[src/rtl/fwp_map.svh]
// Register offsets, field positions, reset values and counts of the
// feedback word processor.
// Assumes a byte-addressed 8-bit register port with 32-bit words.
`ifndef FWP_MAP_SVH
`define FWP_MAP_SVH

// Register byte offsets
`define FWP_A_CFG 8'h00
`define FWP_A_DIO_CFG 8'h04
`define FWP_A_DIO_MASK 8'h08
`define FWP_A_STATUS 8'h0c
`define FWP_A_DIO_OUT 8'h10
`define FWP_A_DIO_OE 8'h14
`define FWP_A_LAST_IDX 8'h18

// Configuration command fields
`define FWP_SH_LSB 0
`define FWP_LEN_LSB 4
`define FWP_OFS_LSB 9
`define FWP_PATH_LSB 20

// Parallel port configuration fields
`define FWP_VIDX_LSB 0
`define FWP_VPOL_BIT 5
`define FWP_DSH_LSB 6

// Status fields
`define FWP_ST_WORD_LSB 16

// Length limits of the processed paths
`define FWP_LEN_MIN 5'd1
`define FWP_LEN_MAX 5'd16
`define FWP_IDX_BITS 5'd10

// Clock cycles a configuration command spends in CS_BUSY; blocking lasts one more for CS_APPLY
`define FWP_CFG_CYC 6'd48

// Reset values
`define FWP_OEN_RST 32'hffffffff
`define FWP_VPOL_RST 1'b1

`endif

[src/rtl/fwp_pkg.sv]
// Types of the feedback word processor.
// Assumes fwp_map.svh for all offsets and counts.
package fwp_pkg;

  // Feedback source selectors
  typedef enum logic [2:0] {
    SRC_RAW = 3'h0,
    SRC_A = 3'h1,
    SRC_B = 3'h2,
    SRC_LEG_REG = 3'h3,
    SRC_LEG_DEC = 3'h4
  } fwp_src_t;

  // Configuration sequencer states, Gray from CS_IDLE to CS_APPLY, both bits flip on the return to CS_IDLE
  typedef enum logic [1:0] {
    CS_IDLE = 2'h0,
    CS_BUSY = 2'h1,
    CS_APPLY = 2'h3
  } fwp_cfg_st_t;

  // Parameter set of one processed path
  typedef struct packed {
    logic [3:0] shift;
    logic [4:0] length;
    logic [9:0] offset;
    logic done;
  } fwp_par_t;

endpackage : fwp_pkg

[src/rtl/fwp_path_if.sv]
// Carrier between the control logic and one processed path.
// Assumes fwp_pkg is compiled first.
`timescale 1ns/100ps
`default_nettype none
interface fwp_path_if;
  import fwp_pkg::*;
  fwp_par_t par;
  logic [15:0] word;
  logic [16:0] result;
  logic [9:0] index;
  modport ctrl(output par, output word, input result, input index);
  modport proc(input par, input word, output result, output index);
endinterface : fwp_path_if
`default_nettype wire

[src/rtl/fwp_top.sv]
// Feedback word processor: link feedback paths and parallel port.
// Assumes link and parallel pins are asynchronous, sequencer is local.
`timescale 1ns/100ps
`default_nettype none
`include "fwp_map.svh"
module fwp_top (
  input wire logic ref_clk_i,
  input wire logic resetn_i,
  input wire logic [7:0] reg_addr_i,
  input wire logic [31:0] reg_wdata_i,
  input wire logic reg_wr_i,
  input wire logic reg_rd_i,
  output logic [31:0] reg_rdata_o,
  input wire logic [15:0] link_word_i,
  input wire logic link_stb_i,
  input wire logic [31:0] dio_in_i,
  output logic [31:0] dio_out_o,
  output logic [31:0] dio_oe_n_o,
  input wire logic fb_req_i,
  input wire fwp_pkg::fwp_src_t fb_src_i,
  input wire logic fb_exec_i,
  output logic fb_ack_o,
  output logic [16:0] fb_data_o,
  input wire logic par_wait_i,
  output logic par_trig_o,
  input wire logic par_play_i,
  output logic ent_stb_o,
  output logic [9:0] ent_idx_o,
  output logic cfg_busy_o
);
  import fwp_pkg::*;

  // All state of the block
  typedef struct packed {
    logic [16:0] lnk1;
    logic [16:0] lnk2;
    logic stb_d;
    logic [15:0] word;
    logic [31:0] dio1;
    logic [31:0] dio2;
    logic vld_d;
    fwp_par_t [1:0] par;
    fwp_par_t pend;
    logic pend_path;
    fwp_cfg_st_t cst;
    logic [5:0] cnt;
    logic busy;
    logic [4:0] vidx;
    logic vpol;
    logic [4:0] dsh;
    logic [31:0] dmask;
    logic [31:0] dout;
    logic [31:0] oen;
    logic wait_arm;
    logic trig;
    logic play_pend;
    logic [31:0] rdata;
    logic ack;
    logic [16:0] fbd;
    logic ent;
    logic [9:0] idx;
    logic [9:0] last_idx;
  } fwp_st_t;

  fwp_st_t r_reg;
  fwp_st_t r_next;
  logic [1:0][16:0] res;
  logic [1:0][9:0] pidx;
  logic qual;
  logic [9:0] dio_idx;
  fwp_src_t cmd_src;
  logic cmd_ok;

  // Selector to path: A and its alias to 0, B and its alias to 1
  function automatic logic path_b(input fwp_src_t s);
    path_b = (s == SRC_B) || (s == SRC_LEG_DEC);
  endfunction : path_b

  // Selector names a processed path
  function automatic logic is_proc(input fwp_src_t s);
    is_proc = (s == SRC_A) || (s == SRC_B) || (s == SRC_LEG_REG) || (s == SRC_LEG_DEC);
  endfunction : is_proc

  // Two identical processed paths on the held word
  fwp_path_if pif[2] ();
  genvar g;
  generate
    for (g = 0; g < 2; g++) begin : g_path
      assign pif[g].par = r_reg.par[g];
      assign pif[g].word = r_reg.word;
      assign res[g] = pif[g].result;
      assign pidx[g] = pif[g].index;
      fwp_proc u_proc (
        .p(pif[g])
      );
    end
  endgenerate

  // Valid qualifier and parallel index from the synchronised port
  assign qual = (r_reg.dio2[r_reg.vidx] == r_reg.vpol);
  assign dio_idx = 10'((r_reg.dio2 >> r_reg.dsh) & r_reg.dmask);
  assign cmd_src = fwp_src_t'(reg_wdata_i[`FWP_PATH_LSB +: 3]);
  assign cmd_ok = is_proc(cmd_src)
               && (reg_wdata_i[`FWP_LEN_LSB +: 5] >= `FWP_LEN_MIN)
               && (reg_wdata_i[`FWP_LEN_LSB +: 5] <= `FWP_LEN_MAX);

  // Next state of the whole block
  always_comb begin
    r_next = r_reg;
    r_next.lnk1 = {link_stb_i, link_word_i};
    r_next.lnk2 = r_reg.lnk1;
    r_next.stb_d = r_reg.lnk2[16];
    if (r_reg.lnk2[16] && !r_reg.stb_d) begin
      r_next.word = r_reg.lnk2[15:0];
    end
    r_next.dio1 = dio_in_i;
    r_next.dio2 = r_reg.dio1;
    r_next.vld_d = qual;
    r_next.ack = 1'b0;
    r_next.ent = 1'b0;
    r_next.trig = 1'b0;
    r_next.rdata = '0;
    // Register writes
    if (reg_wr_i) begin
      case (reg_addr_i)
        `FWP_A_CFG: begin
          if (r_reg.cst == CS_IDLE && cmd_ok) begin
            r_next.pend.shift = reg_wdata_i[`FWP_SH_LSB +: 4];
            r_next.pend.length = reg_wdata_i[`FWP_LEN_LSB +: 5];
            r_next.pend.offset = reg_wdata_i[`FWP_OFS_LSB +: 10];
            r_next.pend.done = 1'b1;
            r_next.pend_path = path_b(cmd_src);
            r_next.cst = CS_BUSY;
            r_next.cnt = `FWP_CFG_CYC - 6'h01;
          end
        end
        `FWP_A_DIO_CFG: begin
          r_next.vidx = reg_wdata_i[`FWP_VIDX_LSB +: 5];
          r_next.vpol = reg_wdata_i[`FWP_VPOL_BIT];
          r_next.dsh = reg_wdata_i[`FWP_DSH_LSB +: 5];
        end
        `FWP_A_DIO_MASK: r_next.dmask = reg_wdata_i;
        `FWP_A_DIO_OUT: r_next.dout = reg_wdata_i;
        `FWP_A_DIO_OE: r_next.oen = ~reg_wdata_i;
        default: ;
      endcase
    end
    // Configuration sequencer: block, then load the named path
    case (r_reg.cst)
      CS_IDLE: ;
      CS_BUSY: begin
        if (r_reg.cnt == 6'h00) begin
          r_next.cst = CS_APPLY;
        end else begin
          r_next.cnt = r_reg.cnt - 6'h01;
        end
      end
      CS_APPLY: begin
        r_next.par[r_reg.pend_path] = r_reg.pend;
        r_next.cst = CS_IDLE;
      end
      default: r_next.cst = CS_IDLE;
    endcase
    r_next.busy = (r_next.cst != CS_IDLE);
    // Register reads, data valid in the next cycle only
    if (reg_rd_i) begin
      case (reg_addr_i)
        `FWP_A_CFG: begin
          r_next.rdata[`FWP_SH_LSB +: 4] = r_reg.pend.shift;
          r_next.rdata[`FWP_LEN_LSB +: 5] = r_reg.pend.length;
          r_next.rdata[`FWP_OFS_LSB +: 10] = r_reg.pend.offset;
          r_next.rdata[`FWP_PATH_LSB] = r_reg.pend_path;
        end
        `FWP_A_DIO_CFG: begin
          r_next.rdata[`FWP_VIDX_LSB +: 5] = r_reg.vidx;
          r_next.rdata[`FWP_VPOL_BIT] = r_reg.vpol;
          r_next.rdata[`FWP_DSH_LSB +: 5] = r_reg.dsh;
        end
        `FWP_A_DIO_MASK: r_next.rdata = r_reg.dmask;
        `FWP_A_STATUS: begin
          r_next.rdata[0] = r_reg.busy;
          r_next.rdata[1] = r_reg.par[0].done;
          r_next.rdata[2] = r_reg.par[1].done;
          r_next.rdata[`FWP_ST_WORD_LSB +: 16] = r_reg.word;
        end
        `FWP_A_DIO_OUT: r_next.rdata = r_reg.dout;
        `FWP_A_DIO_OE: r_next.rdata = ~r_reg.oen;
        `FWP_A_LAST_IDX: r_next.rdata[9:0] = r_reg.last_idx;
        default: ;
      endcase
    end
    // Feedback reads from the link, current parameters only
    if (fb_req_i) begin
      r_next.ack = 1'b1;
      if (is_proc(fb_src_i)) begin
        r_next.fbd = res[path_b(fb_src_i)];
      end else begin
        r_next.fbd = {1'b0, r_reg.word};
      end
      if (fb_exec_i) begin
        r_next.ent = 1'b1;
        r_next.idx = is_proc(fb_src_i) ? pidx[path_b(fb_src_i)] : r_reg.word[9:0];
      end
    end
    // Parallel trigger wait: rising edge of the qualified valid
    if (r_reg.wait_arm && qual && !r_reg.vld_d) begin
      r_next.wait_arm = 1'b0;
      r_next.trig = 1'b1;
    end
    if (par_wait_i) begin
      r_next.wait_arm = 1'b1;
    end
    // Parallel play waits for valid; a link execute takes the slot first
    if (r_reg.play_pend && qual && !(fb_req_i && fb_exec_i)) begin
      r_next.play_pend = 1'b0;
      r_next.ent = 1'b1;
      r_next.idx = dio_idx;
    end
    if (par_play_i) begin
      r_next.play_pend = 1'b1;
    end
    if (r_next.ent) begin
      r_next.last_idx = r_next.idx;
    end
  end

  // State register
  always_ff @(posedge ref_clk_i) begin
    if (!resetn_i) begin
      r_reg <= '0;
      r_reg.oen <= `FWP_OEN_RST;
      r_reg.vpol <= `FWP_VPOL_RST;
    end else begin
      r_reg <= r_next;
    end
  end

  // Outputs straight from state
  assign reg_rdata_o = r_reg.rdata;
  assign dio_out_o = r_reg.dout;
  assign dio_oe_n_o = r_reg.oen;
  assign fb_ack_o = r_reg.ack;
  assign fb_data_o = r_reg.fbd;
  assign par_trig_o = r_reg.trig;
  assign ent_stb_o = r_reg.ent;
  assign ent_idx_o = r_reg.idx;
  assign cfg_busy_o = r_reg.busy;
endmodule : fwp_top
`default_nettype wire

[src/rtl/fwp_proc.sv]
// One processed feedback path: shift, length mask and offset.
// Assumes held word and parameters come from registers of the caller.
`timescale 1ns/100ps
`default_nettype none
`include "fwp_map.svh"
module fwp_proc (
  fwp_path_if.proc p
);
  import fwp_pkg::*;

  logic [15:0] shifted;
  logic [15:0] mask;
  logic [15:0] imask;
  logic [4:0] ilen;

  // Mask of 2**length-1 and a table index limited to ten bits
  always_comb begin
    shifted = p.word >> p.par.shift;
    mask = 16'hffff >> (`FWP_LEN_MAX - p.par.length);
    ilen = (p.par.length > `FWP_IDX_BITS) ? `FWP_IDX_BITS : p.par.length;
    imask = 16'hffff >> (`FWP_LEN_MAX - ilen);
  end

  // Unconfigured path passes the word as is
  assign p.result = p.par.done ? (17'(shifted & mask) + 17'(p.par.offset))
                               : {1'b0, p.word};
  assign p.index = p.par.done ? 10'((shifted & imask) + 16'(p.par.offset))
                              : p.word[9:0];

endmodule : fwp_proc
`default_nettype wire

[config.mk]
export PLATFORM = sky130hd
export DESIGN_NAME = fwp_top
export DESIGN_NICKNAME = d
export VERILOG_FILES = /design/src/rtl/fwp_pkg.sv /design/src/rtl/fwp_path_if.sv /design/src/rtl/fwp_top.sv /design/src/rtl/fwp_proc.sv
export VERILOG_INCLUDE_DIRS = /design/src /design/src/rtl
export SDC_FILE = /design/constraint.sdc
export NUM_CORES = 1
export LEC_CHECK = 0
export BUFFER_PORTS_ARGS = -buffer_cell sky130_fd_sc_hd__buf_2
export CORE_UTILIZATION = 39
export CTS_CLUSTER_DIAMETER = 40
export CTS_CLUSTER_SIZE = 28
export DETAILED_ROUTE_END_ITERATION = 6
export PLACE_DENSITY_LB_ADDON = 0.05
export RECOVER_POWER = 100
export REMOVE_ABC_BUFFERS = 1
export SLEW_MARGIN = 30
export SYNTH_ARGS = -nofsm -noshare
export SYNTH_HDL_FRONTEND = slang
export SYNTH_SLANG_ARGS = --single-unit
[constraint.sdc]
create_clock -name ref_clk_i -period 4.9 [get_ports ref_clk_i]
set_clock_uncertainty 0.15 [all_clocks]
set_input_delay 1.225 -clock ref_clk_i [delete_from_list [all_inputs] [get_ports ref_clk_i]]
set_output_delay 1.225 -clock ref_clk_i [all_outputs]
set_load 0.01 [all_outputs]
After elaboration in Yosys (flattened, before gate mapping)
Index checks and enable logic that the tools add are counted.
{ "word_totals": {"ff_bits": 367, "input_bits": 100, "out_inout_bits": 127, "elab_cells": 158} }
{ "op_classes": {"add_sub_neg": 9, "n_lt_le_gt_ge": 8, "eq_ne": 17, "shifts": 7, "muxes": 39, "bitwise_logic": 7, "n_reduce_logical": 33} }
{ "op_table": {"columns": ["op", "n"], "rows": [
  ["17-bit 2-to-1 mux", 5],
  ["32-bit NOT", 2],
  ["10-bit 2-to-1 mux", 5],
  ["11-bit case mux with 4 select lines", 1],
  ["7-bit case mux with 6 select lines", 1],
  ["40-bit bitwise mux", 1],
  ["17-bit by 10-bit adder with 17-bit output", 2],
  ["16-bit AND", 2],
  ["16-bit by 4-bit >> shifter with 16-bit output", 2],
  ["16-bit by 5-bit >> shifter with 10-bit output, first input constant", 2],
  ["16-bit by 5-bit >> shifter with 16-bit output, first input constant", 2],
  ["32-bit by 5-bit >> shifter with 10-bit output", 1],
  ["10-bit AND", 3],
  ["29-bit 2-to-1 mux", 1],
  ["8-bit by 5-bit == test with 1-bit output, second input constant", 3],
  ["8-bit 2-to-1 mux", 3],
  ["11-bit 2-to-1 mux", 2],
  ["3-bit case mux with 7 select lines", 1],
  ["10-bit adder", 2],
  ["20-bit demux with 1-bit select", 1],
  ["20-bit 2-to-1 mux", 1],
  ["5-bit case mux with 4 select lines", 1],
  ["5-bit subtractor, first input constant", 4],
  ["8-bit by 4-bit == test with 1-bit output, second input constant", 2],
  ["32 further kinds", 70]
]} }

Logic depth before layout (Yosys ltp)
{ "logic_depth": {"ltp_word": 13, "mapped_depth": 21, "ltp_nobuf": 21} }

Hierarchy
From an unflattened synthesis, not the netlist that was laid out.
{ "unflattened": {"cells_unflattened": 2586, "hier_area_um2": 21677.0} }
{ "modules_own_cells": {"columns": ["mod", "n_inst", "cells_per_inst", "area_each_um2", "seq_area_each_um2"], "rows": [
  ["fwp_top", 1, 1894, 16837.4, 7347.0],
  ["fwp_proc at g_path[1].u_proc", 1, 348, 2446.1, 0.0],
  ["fwp_proc at g_path[0].u_proc", 1, 344, 2393.5, 0.0]
]} }

Worst setup path before layout
No wires, ideal clock.
{ "synth_path": {"path_type": "register to register", "startpoint": "register r_reg, in the netlist pif[0].par[17]", "endpoint": "register r_reg, in the netlist fb_data_o[14]", "setup_time_ps": 120, "arrival_time_ps": 3952, "required_ps": 4630, "path_slack_ps": 678, "stages_incl_launch_ff": 21, "path_buffers": 3, "period_less_slack_ps": 4222, "path_cell_list": "dfxtp_1 -> clkbuf_1 -> buf_1 -> buf_1 -> mux2i_1 -> a21oi_1 -> mux2i_1 -> nand2_1 -> o21ai_0 -> nor2b_1 -> ha_1 -> inv_1 -> fa_1 -> nor2b_1 -> o31a_1 -> o21ai_0 -> o21ai_0 -> nand4_1 -> xor2_1 -> nor2_1 -> o31a_1"} }
{ "synth_via": {"elab_chain_len": 7} }
{ "synth_lines": {"columns": ["item", "line_no", "source"], "rows": [
  ["start: declaration", "fwp_top.sv:65", "fwp_st_t r_reg;"],
  ["start signal: assignment", "fwp_top.sv:234", "r_reg <= r_next;"],
  ["16-bit by 4-bit >> shifter with 16-bit output", "fwp_proc.sv:18", "shifted = p.word >> p.par.shift;"],
  ["16-bit AND", "fwp_proc.sv:25", "assign p.result = p.par.done ? (17'(shifted & mask) + 17'(p.par.offset))"],
  ["17-bit by 10-bit adder with 17-bit output", "fwp_proc.sv:25", null],
  ["17-bit 2-to-1 mux", "fwp_proc.sv:25", null],
  ["17-bit 2-to-1 mux (implied by the code) (2 in series)", "fwp_top.sv:196", "r_next.fbd = res[path_b(fb_src_i)];"],
  ["17-bit 2-to-1 mux", "fwp_top.sv:195", "if (is_proc(fb_src_i)) begin"]
]} }
Every way passes these cells. The select of a mux whose other input is x is not followed.
A chain may end at the register's enable or synchronous reset.

Worst setup path after layout
{ "layout_path": {"startpoint": "register r_reg, in the netlist pif[0].par[12]", "endpoint": "register r_reg, in the netlist fb_data_o[11]"} }
{ "layout_via": {"elab_chain_len": 8} }
{ "layout_lines": {"columns": ["item", "line_no", "source"], "rows": [
  ["5-bit subtractor (no source line)", null, null],
  ["16-bit by 5-bit >> shifter with 16-bit output", "fwp_proc.sv:19", "mask = 16'hffff >> (`FWP_LEN_MAX - p.par.length);"],
  ["16-bit AND", "fwp_proc.sv:25", null],
  ["17-bit by 10-bit adder with 17-bit output", "fwp_proc.sv:25", null],
  ["17-bit 2-to-1 mux", "fwp_proc.sv:25", null],
  ["17-bit 2-to-1 mux (implied by the code) (2 in series)", "fwp_top.sv:196", null],
  ["17-bit 2-to-1 mux", "fwp_top.sv:195", null]
]} }
Every way passes these cells. The select of a mux whose other input is x is not followed.

==> metrics list <==
* Count of unique library cells instantiated by Yosys: 75
- The tool flagged a number of max-cap violations equal to 3.
- Horizontal die dimension: 230.6 microns
* Setup repair after global routing missed its margin: false
- Delay-heaviest family, CP: compound AO/OA/AOI/OAI gates
- The worst hold path belongs to the class reg -> reg.
- The via count of the first global-routing pass is ~17k.
- From synthesis to final layout, the design area changed by 15.00%.
- Summed over all cells, the static leakage comes to 0.008671 uW.
* Warning count from the yosys run: 0
* Summed instance area of the synthesized netlist: 20370 sq um
* EDFF count, synth: 0
* Global-route wire length before repair: roughly 100000 microns
- Arrival time at the worst endpoint: 4.99 ns
* Source of the worst register-to-register timing path: pif[0].par[12]
* Peak fanout along the critical path: 10
* Most used flip-flop cell after synthesis: dfxtp_1
- The smallest clock period supported by the final layout is computed as around 4.6 ns.
- At the pin with the least slew margin, the transition time is 2.724 ns.
- TritonRoute pass-1 iters: 5
* H-tree lvl count: 3
- TritonCTS clock tree: yes
* Class of the most critical setup path: reg -> reg
* Number of instances in the synthesized netlist: around 2.5k
- Counting cells, the worst reg-to-reg path comes to 17.
- For this configuration, the core starts out at a cell density of 0.3955.
- Dominant cell by count in the synthesized netlist: nand2_1
- The later pin in the worst-skew pair is clocked with a latency of between 0.6 and 0.7 ns.
- STA classifies the critical path endpoint as a register.
* Min-delay src: r_next[343]
- The largest total area in the synthesized netlist belongs to dfxtp_1.
- The register with the most flip-flops in the layout has roughly 130 of them.
- 0 antenna diodes ended up in the layout.
- Cell at the root of the clock tree: clkbuf_16
- Cell breakdown of the critical path: inv_1, ha_1, nor3b_1, xnor2_1, clkbuf_1, nand2_1, o21a_1, nor2_1, ha_1, a2111oi_0, o21a_1, nor3_1, a311o_1, nand2b_1, xnor2_1, o311ai_0, o221a_2
- In the routed design, unresolved DRC markers number 0.
* Remaining max-slew budget at the tightest pin: -0.8159
- The setup check on the worst reg-to-reg path leaves a slack of ~0.30 ns.
- Global route total overflow: 0
- At the placement stage, the worst setup path has a slack of between 0.2 and 0.25 ns.
- Cell count of the worst hold path: 1
- Hold-fix buffers at CTS: 0
- Die area: 53160 sq um
- The region available for standard cell placement spans 51510 sq um.
* Result of the run: finished with violations
- Dividing the detail-routed via count by the number of cells gives approximately 5.4.
- The detail route stage leaves a number of antenna-violating nets equal to 0.
- The first routing iteration left between 1k and 1.5k violations.
* Weighted congestion at the end of routability-driven global placement: roughly 0.94
- Across all setup checks in the final design, the least slack found is 0.3038 ns.
- Post-synthesis sequential element count: 367
- The clock drives between 300 and 400 sinks.
* F_max: 217.6 MHz
- In the finished design, the share of the clock period the worst path needs comes to 0.9380.
- The floorplan has 83 rows.
- Of the synthesized area, sequential elements account for 0.3606.
* CP Launch Type: register
- Detailed routing inserted a total of 17.64k vias.
- 227 I/O pins were placed.
* Endpoint of the worst-slack reg-to-reg timing path: fb_data_o[11]
- Of all flip-flops after synthesis, the portion carrying an async set or reset was 0.
* Slowest-stage cell, CP: nor3b_1
- The routed design has approximately 66000 microns of wire.
- Buf/Inv on CP: 2
- The largest single stage delay on the critical path is 0.46 ns.
- The checks that failed: capacitance limit, slew limit.
- Each instance of the synthesized netlist takes up on average 8.305 sq um.
- Detailed placement finished with a half-perimeter wire length of 49280 microns.
- Final hold vios: 0
- Dividing total power by cell area gives a power density of roughly 350 nW/um^2.
* Post-layout net count: 2666
- Final routed wire length divided by cell count: 20.43 microns
- The worst hold path terminates at r_reg[343].
* Ratio of cells with drive above 1 in the final layout: 0.1365
* Clk slew on worst S/H paths: 0.05 ns
- Pins Over Slew Limit: about 270
- Fill count: 5283
- Largest net degree at the start of global routing: 165
- For this run, the total global-route usage over all layers was measured as 0.2475.
- Data on the critical path is required at its endpoint by 5.29 ns.
* Antenna violations before repair: 0
- For the final routed database, the setup TNS stands at 0 ns.
- The worst-case IR drop observed on VDD is 0.2292 mV.
* Clock tree buffer depth: 3
- Count of input and output buffers: 226
* Die boundary height: 230.6 microns
- Dominant cells by area after synthesis: dfxtp_1, nand2_1, buf_4
- Commonest cells post-synth: nand2_1, dfxtp_1, clkbuf_1, nor2_1, a21oi_1
- Of the post-synthesis cell area, the dominant cell type holds 0.3606.
- The number of clock buffers added by TritonCTS is between 60 and 70.
- Setup Viol. Count Final: 0
-- worst reg2reg max path: stages, from the launching register on --
cell and delay, ns:
dfxtp_1 0.36, inv_1 0.11, ha_1 0.21, nor3b_1 0.46, xnor2_1 0.17, clkbuf_1 0.35
nand2_1 0.25, o21a_1 0.16, nor2_1 0.11, ha_1 0.30, a2111oi_0 0.40, o21a_1 0.19
nor3_1 0.08, a311o_1 0.38, nand2b_1 0.10, xnor2_1 0.09, o311ai_0 0.40, o221a_2 0.26
-- worst max path at each step --
stage,cells past startpoint,start,endpoint
3_5_place_dp,18,pif[1].par[17],fb_data_o[14]
4_1_cts,18,pif[1].par[17],fb_data_o[14]
6_report,17,pif[0].par[12],fb_data_o[11]
3_3_place_gp,21,pif[0].par[11],r_reg[9]
5_1_grt,20,pif[1].par[11],r_reg[6]
2_1_floorplan,6,reg_addr_i[0],r_reg[138]
-- layer usage --
layer  routed length [microns]  part of all wire  global-route usage
met2                     29910              0.45              0.3894
met1                     29780              0.45              0.3319
met4                      2478             0.037              0.1051
met5                         0                 0                   0
met3                      3947             0.060             0.04447
-- area by class of cell --
type	instances	area, sq um	area share
sequential	367	7351	0.3137
multi-input combinational	1729	11220	0.4790
clock inverter	38	545.5	0.02328
clock buffer	83	1848	0.07887
tap	680	850.8	0.03631
timing repair buffer	281	1390	0.05933
inverter	59	221.5	0.009452
-- power by group --
part / total (uW) / internal, uW / switching [uW] / leakage, uW
combinational: 342 / 142 / 200 / 0.00454
clock: 4840 / 3070 / 1770 / 0.00115
sequential: 3090 / 3050 / 38.0 / 0.00299
total: 8270 / 6260 / 2000 / 0.00867
-- cells by family (layout without fill, tap and decap cells) --
group                    count (synthesis)  count (layout)  synth area share
AO/OA/AOI/OAI                          600             600            0.1981
multiplexers                           144             144           0.09249
AND/OR/NAND/NOR                        880             880            0.2005
XOR/XNOR                                45              45           0.02027
buffers and inverters                  357             461           0.08973
adder cells (fa/ha/maj)                 60              60           0.03832
flip-flops                             367             367            0.3606
-- layout by cell type, fill, tap and decap left out, drive strengths merged, types with 34 or more instances in the layout --
master,n
a21boi,135
a21oi,137
and2,112
buf,145
clkbuf,219
dfxtp,367
ha,56
inv,67
mux2,34
mux2i,78
nand2,418
nand3,42
nor2,144
nor2b,45
nor3,34
o211ai,43
o21ai,93
-- through the flow --
step	util	cell area, sq um	total power, uW	instances	hold slack, ns
2_1_floorplan	-	18770	3290	2155	0.2618
3_3_place_gp	0.4122	21230	3486	3116	0.2650
3_5_place_dp	0.4123	21240	3489	3116	0.2685
4_1_cts	0.4588	23630	8360	3237	0.2814
5_1_grt	0.4549	23430	8554	3237	0.2820
6_report	0.4549	23430	8265	3237	0.2769
-- repair_timing --
item                                    4_1_cts  5_1_grt
buffers inserted                              0        0
endpoints found under the setup margin        0        6
resized for setup                             0        2
hold endpoints to repair                      0        0
No activity file was read; power rests on OpenSTA's default activity.
